$ cat config.mk
export PLATFORM = sky130hd
export DESIGN_NAME = cbc_capture_ctrl
export DESIGN_NICKNAME = d
export VERILOG_FILES = /design/src/verilog/cbc_sync.v /design/src/verilog/cbc_capture_ctrl.v
export VERILOG_INCLUDE_DIRS = /design/src /design/src/verilog
export SDC_FILE = /design/constraint.sdc
export NUM_CORES = 1
export LEC_CHECK = 0
export BUFFER_PORTS_ARGS = -buffer_cell sky130_fd_sc_hd__buf_2
export CAP_MARGIN = 25
export CORE_UTILIZATION = 57
export CTS_BUF_LIST = sky130_fd_sc_hd__clkbuf_8
export DETAILED_ROUTE_END_ITERATION = 10
export PLACE_DENSITY = 0.87
export SYNTH_ARGS = -nofsm -noshare
export SYNTH_HDL_FRONTEND = slang
export SYNTH_SLANG_ARGS = --single-unit
$ cat constraint.sdc
create_clock -name clk_i -period 4.5 [get_ports clk_i]
set_input_delay 0.9 -clock clk_i [delete_from_list [all_inputs] [get_ports clk_i]]
set_output_delay 0.9 -clock clk_i [all_outputs]
set_load 0.01 [all_outputs]
$ cat src/verilog/cbc_consts.vh
// constants for the capture channel b control block
// assumes a 32-bit byte-addressed plain register port
`ifndef CBC_CONSTS_VH
`define CBC_CONSTS_VH

// ***************************************
// register offsets
// ***************************************
`define CBC_ADDR_CTRL 8'h00
`define CBC_ADDR_STAT 8'h04

// ***************************************
// control field positions
// ***************************************
`define CBC_CMD_RESET 31
`define CBC_CMD_BLOCK 30
`define CBC_HORIZONTAL_COUNT_RESET_SELECT 16
`define CBC_EN 15
`define CBC_LONG_FIELD_DETECT_ENABLE 12
`define CBC_SHORT_FIELD_DETECT_ENABLE 11
`define CBC_CHROMA_RESAMPLE_ENABLE 10
`define CBC_SCALE 8
`define CBC_CON 7
`define CBC_FRAME 6
`define CBC_CF2 5
`define CBC_CF1 4
`define CBC_MODE_HI 1
`define CBC_MODE_LO 0

// ***************************************
// masks and reset values
// ***************************************
`define CBC_CTRL_MASK 32'h0001_9DF3
`define CBC_CTRL_RESET 32'h0000_0030
`define CBC_EN_MASK 32'h0000_8000

// ***************************************
// capture modes
// ***************************************
`define CBC_MODE_CODE 2'h0
`define CBC_MODE_RAW 2'h2

// ***************************************
// status field positions
// ***************************************
`define CBC_ST_ACTIVE 0
`define CBC_ST_DONE 1
`define CBC_ST_LONG 2
`define CBC_ST_SHORT 3

// ***************************************
// defaults
// ***************************************
`define CBC_LINES_PER_FIELD 16'h0107
`define CBC_HORIZONTAL_COUNTER_W 12
`define CBC_LCOUNT_W 16

`endif

$ cat src/verilog/cbc_sync.v
// three-stage synchroniser for a pin level
// assumes a single clock, asynchronous active-high reset
`timescale 1ns/1ns
module cbc_sync (
   input wire clk_i,
   input wire sys_rst_i,
   input wire pin_i,
   output reg level_o
);

   reg s1_reg;
   reg s2_reg;
   reg s3_reg;

   // change accepted once stages two and three agree
   always @(posedge clk_i or posedge sys_rst_i) begin
      if (sys_rst_i) begin
         s1_reg <= 1'b0;
         s2_reg <= 1'b0;
         s3_reg <= 1'b0;
         level_o <= 1'b0;
      end else begin
         s1_reg <= pin_i;
         s2_reg <= s1_reg;
         s3_reg <= s2_reg;
         if (s2_reg == s3_reg) begin
            level_o <= s3_reg;
         end
      end
   end

endmodule

$ cat src/verilog/cbc_capture_ctrl.v
// capture channel b control register and capture sequencer
// assumes a field/code decoder on clk_i supplying event pulses
//
// The register offsets and the strobed register port were decided locally.
`timescale 1ns/1ns
`include "cbc_consts.vh"
module cbc_capture_ctrl #(
   parameter LINES_PER_FIELD = `CBC_LINES_PER_FIELD,
   parameter LINE_CTRL_ACTIVE_HIGH = 1
) (
   input wire clk_i,
   input wire sys_rst_i,
   input wire [7:0] addr_i,
   input wire [31:0] wr_data_i,
   input wire wr_i,
   input wire rd_i,
   output reg [31:0] rd_data_o,
   input wire line_control_input_i,
   input wire eav_i,
   input wire sav_i,
   input wire field_start_i,
   input wire field_end_i,
   input wire field_id_i,
   input wire block_start_i,
   input wire block_end_i,
   input wire [7:0] chroma_i,
   input wire chroma_valid_i,
   output reg [`CBC_HORIZONTAL_COUNTER_W-1:0] horizontal_counter_o,
   output reg capture_active_o,
   output reg capture_done_o,
   output reg long_field_o,
   output reg short_field_o,
   output reg [7:0] chroma_o,
   output reg chroma_valid_o,
   output reg scale_half_o,
   output reg [1:0] capture_mode_select_o
);

   // ***************************************
   // decode helpers
   // ***************************************
   function is_video;
      input [1:0] m;
      begin
         is_video = (m == `CBC_MODE_CODE) | (m == 2'h1);
      end
   endfunction

   localparam ST_IDLE = 2'd0;
   localparam ST_WAIT = 2'd1;
   localparam ST_CAPT = 2'd2;
   localparam ST_DONE = 2'd3;

   reg [31:0] capture_b_control_reg;
   reg [31:0] ctrl_next;
   reg [1:0] state_reg;
   reg [1:0] state_next;
   reg armed_reg;
   reg armed_next;
   reg [3:0] status_reg;
   reg [3:0] status_next;
   reg line_prev_reg;
   reg [`CBC_LCOUNT_W-1:0] line_count_reg;
   reg [7:0] chroma_prev_reg;
   reg chroma_have_reg;
   wire line_level;
   wire line_act_edge;
   wire line_inact_edge;
   wire hreset;
   wire video;
   wire raw;
   wire capture_enable;
   wire start_ev;
   wire end_ev;
   wire field_sel;
   wire last_field;
   wire ctrl_wr;
   wire stat_wr;
   wire chan_reset;
   wire blk_cmd;
   wire long_hit;
   wire short_hit;
   wire [8:0] chroma_sum;

   cbc_sync u_line_sync (
      .clk_i(clk_i),
      .sys_rst_i(sys_rst_i),
      .pin_i(line_control_input_i),
      .level_o(line_level)
   );

   assign capture_enable = capture_b_control_reg[`CBC_EN];
   assign video = is_video(capture_b_control_reg[`CBC_MODE_HI:`CBC_MODE_LO]);
   assign raw = capture_b_control_reg[`CBC_MODE_HI:`CBC_MODE_LO] == `CBC_MODE_RAW;
   assign ctrl_wr = wr_i & (addr_i == `CBC_ADDR_CTRL);
   assign stat_wr = wr_i & (addr_i == `CBC_ADDR_STAT);
   assign chan_reset = ctrl_wr & wr_data_i[`CBC_CMD_RESET];
   assign blk_cmd = ctrl_wr & wr_data_i[`CBC_CMD_BLOCK];

   // ***************************************
   // control register
   // ***************************************
   always @* begin
      ctrl_next = capture_b_control_reg;
      if (chan_reset) begin
         ctrl_next = capture_b_control_reg & ~`CBC_EN_MASK;
      end else if (ctrl_wr) begin
         if (capture_enable) begin
            // only the enable bit moves while capture is enabled
            ctrl_next = (capture_b_control_reg & ~`CBC_EN_MASK) | (wr_data_i & `CBC_EN_MASK);
         end else begin
            ctrl_next = wr_data_i & `CBC_CTRL_MASK;
         end
      end
   end

   always @(posedge clk_i or posedge sys_rst_i) begin
      if (sys_rst_i) begin
         capture_b_control_reg <= `CBC_CTRL_RESET;
      end else begin
         capture_b_control_reg <= ctrl_next;
      end
   end

   // ***************************************
   // horizontal counter
   // ***************************************
   assign line_act_edge = LINE_CTRL_ACTIVE_HIGH ? (line_level & ~line_prev_reg) :
                          (~line_level & line_prev_reg);
   assign line_inact_edge = LINE_CTRL_ACTIVE_HIGH ? (~line_level & line_prev_reg) :
                            (line_level & ~line_prev_reg);
   assign hreset = video & (capture_b_control_reg[`CBC_HORIZONTAL_COUNT_RESET_SELECT] ?
                   (sav_i | line_inact_edge) : (eav_i | line_act_edge));

   always @(posedge clk_i or posedge sys_rst_i) begin
      if (sys_rst_i) begin
         line_prev_reg <= 1'b0;
         horizontal_counter_o <= {`CBC_HORIZONTAL_COUNTER_W{1'b0}};
      end else begin
         line_prev_reg <= line_level;
         if (hreset | ~capture_enable) begin
            horizontal_counter_o <= {`CBC_HORIZONTAL_COUNTER_W{1'b0}};
         end else begin
            horizontal_counter_o <= horizontal_counter_o + 1'b1;
         end
      end
   end

   // ***************************************
   // capture sequencer
   // ***************************************
   assign start_ev = video ? field_start_i : (raw & block_start_i);
   assign end_ev = video ? field_end_i : (raw & block_end_i);
   assign field_sel = field_id_i ? capture_b_control_reg[`CBC_CF2] :
                      capture_b_control_reg[`CBC_CF1];
   // frame ends after field two, or field one when field two is skipped
   assign last_field = ~video | field_id_i | ~capture_b_control_reg[`CBC_CF2];

   always @* begin
      state_next = state_reg;
      armed_next = armed_reg | blk_cmd;
      case (state_reg)
         ST_IDLE: begin
            if (capture_enable) begin
               state_next = ST_WAIT;
               armed_next = capture_b_control_reg[`CBC_FRAME] | blk_cmd;
            end
         end
         ST_WAIT: begin
            if (start_ev & (capture_b_control_reg[`CBC_CON] | armed_reg) &
                (~video | field_sel)) begin
               state_next = ST_CAPT;
            end
         end
         ST_CAPT: begin
            if (end_ev) begin
               if (capture_b_control_reg[`CBC_CON]) begin
                  state_next = ST_WAIT;
               end else if (last_field) begin
                  state_next = ST_DONE;
                  armed_next = blk_cmd;
               end else begin
                  state_next = ST_WAIT;
               end
            end
         end
         ST_DONE: begin
            if (armed_reg | capture_b_control_reg[`CBC_CON]) begin
               state_next = ST_WAIT;
            end
         end
         default: begin
            state_next = ST_IDLE;
         end
      endcase
      if (~capture_enable | chan_reset) begin
         state_next = ST_IDLE;
         armed_next = 1'b0;
      end
   end

   always @(posedge clk_i or posedge sys_rst_i) begin
      if (sys_rst_i) begin
         state_reg <= ST_IDLE;
         armed_reg <= 1'b0;
      end else begin
         state_reg <= state_next;
         armed_reg <= armed_next;
      end
   end

   // ***************************************
   // long and short field detection
   // ***************************************
   assign long_hit = video & capture_b_control_reg[`CBC_LONG_FIELD_DETECT_ENABLE] & field_end_i &
                     (line_count_reg > LINES_PER_FIELD);
   assign short_hit = video & capture_b_control_reg[`CBC_SHORT_FIELD_DETECT_ENABLE] & field_end_i &
                      (line_count_reg < LINES_PER_FIELD);

   always @(posedge clk_i or posedge sys_rst_i) begin
      if (sys_rst_i) begin
         line_count_reg <= {`CBC_LCOUNT_W{1'b0}};
         long_field_o <= 1'b0;
         short_field_o <= 1'b0;
      end else begin
         long_field_o <= long_hit;
         short_field_o <= short_hit;
         if (field_start_i | ~capture_enable) begin
            line_count_reg <= {`CBC_LCOUNT_W{1'b0}};
         end else if (hreset) begin
            line_count_reg <= line_count_reg + 1'b1;
         end
      end
   end

   // ***************************************
   // chroma resampling
   // ***************************************
   assign chroma_sum = {1'b0, chroma_prev_reg} + {1'b0, chroma_i};

   always @(posedge clk_i or posedge sys_rst_i) begin
      if (sys_rst_i) begin
         chroma_prev_reg <= 8'h00;
         chroma_have_reg <= 1'b0;
         chroma_o <= 8'h00;
         chroma_valid_o <= 1'b0;
      end else begin
         chroma_valid_o <= 1'b0;
         if (hreset) begin
            chroma_have_reg <= 1'b0;
         end else if (chroma_valid_i & (state_reg == ST_CAPT)) begin
            chroma_prev_reg <= chroma_i;
            chroma_have_reg <= 1'b1;
            if (video & capture_b_control_reg[`CBC_CHROMA_RESAMPLE_ENABLE]) begin
               // average neighbours; first sample of a line passes as is
               chroma_o <= chroma_have_reg ? chroma_sum[8:1] : chroma_i;
            end else begin
               chroma_o <= chroma_i;
            end
            chroma_valid_o <= 1'b1;
         end
      end
   end

   // ***************************************
   // status and outputs
   // ***************************************
   always @* begin
      status_next = status_reg;
      status_next[`CBC_ST_ACTIVE] = state_next == ST_CAPT;
      if (stat_wr) begin
         status_next[3:1] = status_reg[3:1] & ~wr_data_i[3:1];
      end
      // set beats clear
      if ((state_reg == ST_CAPT) & (state_next == ST_DONE)) begin
         status_next[`CBC_ST_DONE] = 1'b1;
      end
      if (long_hit) begin
         status_next[`CBC_ST_LONG] = 1'b1;
      end
      if (short_hit) begin
         status_next[`CBC_ST_SHORT] = 1'b1;
      end
   end

   always @(posedge clk_i or posedge sys_rst_i) begin
      if (sys_rst_i) begin
         status_reg <= 4'h0;
         capture_active_o <= 1'b0;
         capture_done_o <= 1'b0;
         scale_half_o <= 1'b0;
         capture_mode_select_o <= 2'h0;
      end else begin
         status_reg <= status_next;
         capture_active_o <= state_next == ST_CAPT;
         capture_done_o <= (state_reg == ST_CAPT) & (state_next == ST_DONE);
         scale_half_o <= ctrl_next[`CBC_SCALE];
         capture_mode_select_o <= ctrl_next[`CBC_MODE_HI:`CBC_MODE_LO];
      end
   end

   // ***************************************
   // register read port
   // ***************************************
   always @(posedge clk_i or posedge sys_rst_i) begin
      if (sys_rst_i) begin
         rd_data_o <= 32'h0000_0000;
      end else if (rd_i & (addr_i == `CBC_ADDR_CTRL)) begin
         rd_data_o <= capture_b_control_reg & `CBC_CTRL_MASK;
      end else if (rd_i & (addr_i == `CBC_ADDR_STAT)) begin
         rd_data_o <= {28'h000_0000, status_reg};
      end else begin
         rd_data_o <= 32'h0000_0000;
      end
   end

endmodule

==> flow_metrics.tcl, run 1 <==
set metrics [dict create \
    outcome "complete, no violations" \
    drtIter0Drc 124 \
    chipHeight_um 88.4 \
    clk_pin_slew_ps 80 \
    power_leakage_nw 2.56 \
    largest_reg_flops 16 \
    r2r_start "capture_b_control_reg[1]" \
    grtUsageMet2_pct 37.9 \
    cts_tree "built" \
    synth_edf_count 0 \
    nets 556 \
    criticalPathCategory "primary input to flip-flop" \
    synth_commonest_cells "dfrtp_1 (85), nor2_1 (44), nand2_1 (32), buf_4 (20), a21oi_1 (16)" \
    power_density_nw_per_um2 294 \
    grt_max_degree 58 \
    num_vias 3178 \
    dr.pass1.iters 4 \
    fp.dieArea_um2 7820 \
    dp.cells 572 \
    cp_data_required_time_ps 4750 \
    synth_top_area_share_pct 49.9 \
    critical_path.max_fanout 11 \
    tns_ps 0 \
    synthFlopType "dfrtp_1" \
    finalSetupViolCount 0 \
    cts_resized 0 \
    syn_area_per_cell_um2 10.7 \
    hold_path.startpoint "u_line_sync.s1_reg" \
    crit_family "simple AND/OR/NAND/NOR gates" \
    regToRegEndpoint "chroma_o[3]" \
    cts_setup_buffers 0 \
    final-seq-area_um2 2180 \
    rr_worst_depth 4 \
    final_core_util_pct 67.9 \
    diodes 0 \
    io_buffers 86 \
    overflow 0 \
    cts_num_sinks 87 \
    fill_cells 556 \
    cp_cell_sequence "buf_2 > or4_4 > nor4_4 > nand3b_4 > or3_4 > mux2_4" \
    finalPower_w 0.00145 \
    cts_buffers 9 \
    start_util_pct 58.7 \
    cp-start-kind "primary input" \
    root_buffer "clkbuf_8" \
    synthArstFlopShare_pct 100 \
    clock_latency_ps 370 \
    drt_wl_total_mm 8.56 \
    via_per_inst 5.40 \
    core_area_um2 7250 \
    grt_pass1_vias 2940 \
    hold_path.class "flip-flop to flip-flop" \
    tightest_slew_ps 1040 \
    maxCapViolCount 0 \
    max_stage_delay_ps 530 \
    multi_input_area_um2 1900 \
    synth_cell_type_count 57 \
    antenna_found_initial 0 \
    maxSlewViolCount 0 \
    ir_drop_uv 193 \
    holdBufCountCts 0 \
    grt_setup_unrepaired "false" \
    synthCells 399 \
    crit_buf_inv 1 \
    htreeDepth 3 \
    grt.total_usage_pct 22.7 \
    yosys_warnings 0 \
    end_kind "flip-flop" \
    grt_use_met3_pct 4.01 \
    ys_seq_area_share_pct 51.2 \
    drc 0 \
    clock.fmax_mhz 382 \
    cpMaxStageDelayCell "or4_4" \
    fin_cells 589 \
    period_share_pct 58.2 \
    die_x_um 88.4 \
    gp_congestion 0.835 \
    ys_seq_elements 87 \
    avgRoutedWirePerCell_um 14.5 \
    grt.busiest_layer "met2" \
    min_period_ps 2620 \
    grtUsageMet1_pct 29.7 \
    grt_pass1_wl_mm 13.7 \
    r2r_slack_ps 2090 \
    min_to "u_line_sync.s2_reg" \
    rows 31 \
    syn_area_um2 4260 \
    place_hpwl_mm 6.01 \
    netlist_top_cells_area "dfrtp_1 (50%), nor2_1 (3.9%), buf_4 (3.5%)" \
    hold_violations 0 \
    whs_path_depth 0 \
    drtAntennaViolNets 0 \
    slew_headroom_pct 29.9 \
    yosys.cell_count.top_type "dfrtp_1" \
    areaGrowthSynthToFinish_pct 15.7 \
    crit_arrival_ps 2860 \
    skew_ps 14.2 \
    cts_buffer_depth 2 \
    drive_gt1_share_pct 27.3 \
    yosys.area.top_type "dfrtp_1" \
    top_level_ports 121 \
]
==> routing by layer <==
metal  up-vias  share of wire [%]
met2        60                 51
met5         -                  0
met4         0                1.4
met3        11                3.5
li1       1532                  -
met1      1575                 44
==> through the flow <==
step | setup WS, ps | hold slack, ps | instance area, um^2
6_report | 1880 | 352 | 4930
5_1_grt | 1800 | 374 | 4930
4_1_cts | 1870 | 355 | 4900
3_5_place_dp | 1530 | 336 | 4690
3_3_place_gp | 1570 | 332 | 4690
2_1_floorplan | 1350 | 331 | 4320
==> worst register-to-register path, stage by stage (launching register included) <==
cell,delay (ps)
dfrtp_1,650
nand3b_1,640
or4b_2,770
a31oi_1,200
a21o_1,100
==> worst max-delay path by stage <==
stage / to / slack [ps] / start / cells after the start
finish: capture_b_control_reg[12] / 1880 / addr_i[1] / 6
global route: capture_b_control_reg[12] / 1800 / addr_i[1] / 6
CTS: capture_b_control_reg[12] / 1870 / addr_i[1] / 6
detailed placement: capture_mode_select_o[0] / 1530 / addr_i[1] / 6
global placement: capture_b_control_reg[10] / 1570 / addr_i[1] / 6
floorplan: armed_reg / 1350 / sys_rst_i / 1
==> power by group <==
group          internal (W)  total (W)  switching [W]
registers          0.000790   0.000799     0.00000806
clock network      0.000274   0.000560       0.000285
logic             0.0000355  0.0000889      0.0000534
total               0.00110    0.00145       0.000347
==> placed cells by master (no fill, tap or decap), types with 10 or more instances in the layout <==
cell / netlist / routed
buf_2: 0 / 86
dfrtp_1: 85 / 85
nor2_1: 44 / 44
nand2_1: 32 / 32
conb_1: 1 / 18
a21oi_1: 16 / 16
o21ai_0: 15 / 14
xnor2_1: 14 / 14
and2_1: 13 / 13
nand3_1: 12 / 12
inv_1: 11 / 10
mux2_4: 10 / 10
clkbuf_8: 0 / 10
==> logic make-up after synthesis <==
| group | synth area share, % |
|---|---|
| AND/OR/NAND/NOR | 18.8 |
| flip-flops | 51.2 |
| AO/OA/AOI/OAI | 9.78 |
| buffers and inverters | 5.64 |
| XOR/XNOR | 4.52 |
| multiplexers | 6.61 |
| adder cells (fa/ha/maj) | 3.35 |
| other | 0.0880 |
==> cell type report <==
type	count	share of cell area (%)
repair buffers	89	9.60
multi-input cells	287	38.6
well taps	99	2.51
inverters	11	0.863
flip-flops and latches	87	44.2
clock inverters	6	1.40
clock buffers	10	2.79
No activity file was read; power rests on OpenSTA's default activity.
==> run 2: changes to the inputs <==
ABC_AREA = 1   (was not set)
CORE_UTILIZATION = 54   (was 57)
PLACE_DENSITY = 0.83   (was 0.87)
clock period = 2.6 ns   (was 4.5 ns; I/O delays follow)
==> run 2 against run 1 <==
Effect of this change: critical path depth did not move; sequential cell count stayed put; power is 80% higher; worst setup slack worse by 1100 ps; area after synthesis is 3.5% higher; global-route usage rose by 0.41 points; clock skew is 0.56 ps lower; hold slack worse by 110 ps; die area up 9.1%; cell count up 27%; highest routed layer unchanged.
==> flow_metrics.tcl, run 2 <==
set metrics [dict create \
    yosys.area.top_type "dfrtp_1" \
    maxSlewViolCount 0 \
    cts_num_sinks 87 \
    clock.fmax_mhz 564 \
    gp_congestion 0.943 \
    postPlaceCellArea_um2 4870 \
    final_cell_mix "nand2_1 (146), buf_2 (86), dfrtp_1 (85), nor2_1 (69), inv_1 (66)" \
    drive_gt1_share_pct 19.0 \
    ir_drop_uv 251 \
    slew_headroom_pct 44.4 \
    synthAdderAreaFrac_pct 3.23 \
    start_util_pct 56.5 \
    critical_path.max_fanout 28 \
    syn_area_per_cell_um2 7.94 \
    die_x_um 92.4 \
    holdBufCountCts 0 \
    power_density_nw_per_um2 512 \
    grt_pass1_wl_mm 15.6 \
    grt.total_usage_pct 23.1 \
    htreeDepth 3 \
    tightest_slew_ps 832 \
    cts_setup_buffers 0 \
    synth_xor_area_share_pct 0.993 \
    dr.pass1.iters 5 \
    antenna_found_initial 0 \
    avgRoutedWirePerCell_um 12.1 \
    synth_top_area_share_pct 48.2 \
    hold_ws_ps 246 \
    grt_setup_unrepaired "false" \
    grt_max_degree 88 \
    cts_buffer_depth 2 \
    via_per_inst 5.05 \
    netlist_top_cells_area "dfrtp_1 (48%), nand2_1 (12%), nor2_1 (5.9%)" \
    cts_resized 0 \
    cts_tree "built" \
    hold_path.class "primary input to async pin" \
    synthSimpleGateAreaFrac_pct 28.1 \
    areaGrowthSynthToFinish_pct 15.2 \
    place_hpwl_mm 6.71 \
    diodes 0 \
    maxCapViolCount 0 \
    tns_ps 0 \
    r2r_slack_ps 830 \
    synth_commonest_cells "nand2_1 (146), dfrtp_1 (85), nor2_1 (69), inv_1 (67), nand3_1 (37)" \
    largest_reg_flops 16 \
    multi_input_area_um2 1830 \
    ys_seq_elements 87 \
    core_area_um2 7810 \
    fp.dieArea_um2 8530 \
    cp_data_required_time_ps 2840 \
    drc 0 \
    ys_seq_area_share_pct 49.4 \
    root_buffer "clkbuf_8" \
    overflow 0 \
    final-seq-area_um2 2180 \
    yosys_warnings 0 \
    num_vias 3789 \
    period_share_pct 68.2 \
    synth_edf_count 0 \
    synthFlopType "dfrtp_1" \
    nets 714 \
    cts_buffers 9 \
    criticalPathCategory "flip-flop to flip-flop" \
    clock_latency_ps 360 \
    final_common_cell "nand2_1" \
    syn_area_um2 4410 \
    rows 32 \
    finalSetupViolCount 0 \
    crit_arrival_ps 2020 \
    outcome "complete, no violations" \
    synth_compound_area_share_pct 7.52 \
    end_kind "flip-flop" \
    power_leakage_nw 2.71 \
    synthCells 555 \
    yosys.cell_count.top_type "nand2_1" \
    fin_area_um2 5080 \
    synthArstFlopShare_pct 100 \
    chipHeight_um 92.4 \
    drt_wl_total_mm 9.08 \
    grt_pass1_vias 3627 \
    skew_ps 13.6 \
    fill_cells 652 \
    hold_violations 0 \
    drtAntennaViolNets 0 \
    synth_top_family_by_area "simple AND/OR/NAND/NOR gates" \
    top_level_ports 121 \
    io_buffers 86 \
    synth_cell_type_count 34 \
    cp-start-kind "flip-flop" \
    drtIter0Drc 254 \
    synth.mux.area_fraction_pct 0 \
    clk_pin_slew_ps 90 \
    min_period_ps 1770 \
]
==> run 2: metal layers <==
metal	track usage [%]	vias up	wire (um)	share of wire, %
met5	0	-	0	0
met4	7.81	0	108	1.2
met3	5.17	10	539	5.9
met2	39.4	113	4600	51
met1	29.1	1769	3830	42
li1	-	1897	-	-
==> run 2: per-stage QoR <==
step	power, W	cells	worst slack (ps)	util, %
after floorplan	0.00160	572	870	-
after global placement	0.00165	734	633	62.4
after detailed placement	0.00166	734	584	62.4
after CTS	0.00262	750	824	65.0
after global routing	0.00271	750	559	65.0
final	0.00260	750	826	65.0
==> run 2: area by class of cell <==
type,instances,area share [%]
Clock buffer,10,2.71
Sequential cell,87,42.9
Timing Repair Buffer,90,9.31
Tap cell,102,2.51
Inverter,70,5.25
Multi-Input combinational cell,385,36.0
Clock inverter,6,1.33
==> run 2: worst paths after layout <==
check | start | end | cells past startpoint
worst max-delay path | capture_b_control_reg[1] | chroma_o[0] | 6
worst min-delay path | sys_rst_i | horizontal_counter_o[0] | 3
worst max register to register | capture_b_control_reg[1] | chroma_o[0] | 6
worst min register to register | u_line_sync.s1_reg | u_line_sync.s2_reg | 0
max in group asynchronous | sys_rst_i | capture_b_control_reg[5] | 3
min in group clk_i | line_control_input_i | u_line_sync.s1_reg | 1
==> run 2: logic make-up (layout without fill, tap and decap cells) <==
kind of cell | Yosys count | count (layout)
compound gates | 64 | 64
xor+xnor | 5 | 5
fa+ha+maj | 11 | 11
buf+inv | 100 | 176
flops | 87 | 87
other cells | 1 | 18
simple gates | 287 | 287
==> run 2: critical path, cell delays in order, from the launching register on <==
cell	delay [ps]
dfrtp_1	430
inv_2	160
nand3_2	100
nand2_1	620
inv_2	150
o211ai_1	120
nand2_1	70
==> run 2: where the power goes <==
group	internal (W)	leakage [nW]	total, W	switching [W]
registers	0.00139	1.13	0.00141	0.0000197
logic	0.0000822	1.48	0.000227	0.000145
clock network	0.000473	0.0989	0.000963	0.000490
total	0.00194	2.71	0.00260	0.000655
==> run 3: changes to the inputs <==
clock period = 1.7 ns   (was 2.6 ns; I/O delays follow)
==> run 3 against run 2 <==
Effect of this change: combinational power increased by 73%; wire length increased by 6.7%; non-clock buffer count increased by 16; clock skew increased by 1.1 ps; worst setup slack got worse by 660 ps; die area unchanged; global-route usage increased by 1.3 points; largest power group unchanged; first-iteration DRC count decreased by 9.4%; critical endpoint is now chroma_o[6].
==> flow_metrics.tcl, run 3 (synthesized netlist as in run 2, its figures left out) <==
set metrics [dict create \
    outcome "complete, no violations" \
    cp_data_required_time_ps 1940 \
    grt.total_usage_pct 24.5 \
    avgRoutedWirePerCell_um 12.6 \
    gp_congestion 0.929 \
    grt_pass1_wl_mm 16.6 \
    route.met2.wl_mm 4.85 \
    final_common_cell "nand2_1" \
    seqPwrFrac_pct 54.0 \
    clockPowerShare_pct 36.2 \
    drtIter0Drc 230 \
    grt_max_degree 33 \
    drtAntennaViolNets 0 \
    hold_path.class "primary input to flip-flop" \
    io_buffers 86 \
    rows 32 \
    drc 0 \
    critical_path.max_fanout 4 \
    die_x_um 92.4 \
    rr_worst_depth 9 \
    top_level_ports 121 \
    period_share_pct 90.5 \
    antenna_found_initial 0 \
    maxCapViolCount 0 \
    via_per_inst 5.09 \
    min_period_ps 1540 \
    maxSlewViolCount 0 \
    cts_buffers 9 \
    areaGrowthSynthToFinish_pct 18.9 \
    whs_path_depth 1 \
    finalSetupViolCount 0 \
    final_cell_mix "nand2_1 (146), buf_2 (86), dfrtp_1 (85), nor2_1 (69), inv_1 (67)" \
    hold_ws_ps 87.9 \
    num_vias 3902 \
    drive_gt1_share_pct 21.4 \
    cts_buffer_depth 2 \
    htreeDepth 3 \
    switching_share_pct 25.8 \
    chipHeight_um 92.4 \
    hold_violations 0 \
    ir_drop_uv 414 \
    dp_slack_ps -28.2 \
    dr.pass1.iters 6 \
    fill_cells 620 \
    root_buffer "clkbuf_8" \
    place_hpwl_mm 7.26 \
    p_sw_w 0.00103 \
    fin_ws_ps 162 \
    power_density_nw_per_um2 760 \
    crit_arrival_ps 1780 \
    skew_ps 14.7 \
    highest_layer "met4" \
    p_int_w 0.00296 \
    cts_tree "built" \
    r2r_slack_ps 160 \
    end_kind "flip-flop" \
    cts_num_sinks 87 \
    drt_wl_total_mm 9.69 \
    wl_met1_mm 4.16 \
    largest_reg_flops 16 \
    overflow 0 \
    wl_met3_um 477 \
    diodes 0 \
    power_leakage_nw 2.79 \
    finalPower_w 0.00399 \
    nets 730 \
    clk_pin_slew_ps 90 \
    start_util_pct 56.5 \
    fp.dieArea_um2 8530 \
    power_frac_comb_pct 9.8 \
    criticalPathCategory "flip-flop to flip-flop" \
    clock_latency_ps 360 \
    cp-start-kind "flip-flop" \
    clock.fmax_mhz 650 \
    core_area_um2 7810 \
    grt_pass1_vias 3846 \
    final_core_util_pct 67.2 \
]
-- run 3: cell types whose count changed in the layout (fill, tap and decap cells not counted), moves of 2 or more --
cell | before | now
buf_12 | 1 | 3
a21oi_1 | 23 | 21
ha_1 | 9 | 7
buf_4 | 3 | 16
a21oi_2 | 0 | 2
-- run 3: per-layer routing --
metal  vias to the layer above  global-route usage (%)
li1                       1926                       -
met1                      1832                    30.8
met2                       125                    41.5
met3                        19                    3.86
met4                         0                    11.2
met5                         -                       0
-- run 3: worst max-delay path: stages (launching register included) --
cell and delay, ps:
dfrtp_1 420, ha_4 290, nand2_1 50, o21ai_0 160, buf_4 150, nand2_1 60, nand3_1 80, nand3_1 90
nand2_1 80, nand2_1 40
-- run 3: path summary, 6_finish.rpt --
kind,end,from
max in group asynchronous,capture_b_control_reg[5],sys_rst_i
worst min-delay path,u_line_sync.s1_reg,line_control_input_i
min in group asynchronous,line_count_reg[12],sys_rst_i
worst max register to register,chroma_o[6],chroma_prev_reg[2]
worst max-delay path,chroma_o[6],chroma_prev_reg[2]
worst min register to register,u_line_sync.s2_reg,u_line_sync.s1_reg
-- run 3: power groups by stage --
stage               Sequential, W  Combinational (W)  Clock (W)
floorplan                 0.00219           0.000249          0
global placement          0.00219           0.000367          0
detailed placement        0.00219           0.000379          0
CTS                       0.00215           0.000384    0.00147
global route              0.00216           0.000451    0.00155
finish                    0.00215           0.000392    0.00144
-- run 3: final cells by class --
cell class / count / area, um^2 / share of cell area [%]
flip-flops and latches: 87 / 2180 / 41.6
clock inverters: 7 / 72.6 / 1.38
repair buffers: 106 / 621 / 11.8
inverters: 70 / 267 / 5.08
well taps: 102 / 128 / 2.43
clock buffers: 9 / 124 / 2.36
multi-input cells: 385 / 1850 / 35.3
-- run 3: stage by stage --
step                      cells  TNS, ps  cell area, um^2
after global placement      749    -38.3             5010
final                       766        0             5240
after detailed placement    749    -41.9             5010
after global routing        766    -3.52             5240
after floorplan             572        0             4480
after CTS                   766        0             5220
-- run 3: repair_timing --
item,CTS,global route
setup buffers,0,0
endpoints found under the hold margin,3,0
gates resized for setup,0,6
hold buffers,1,0
endpoints found under the setup margin,0,6
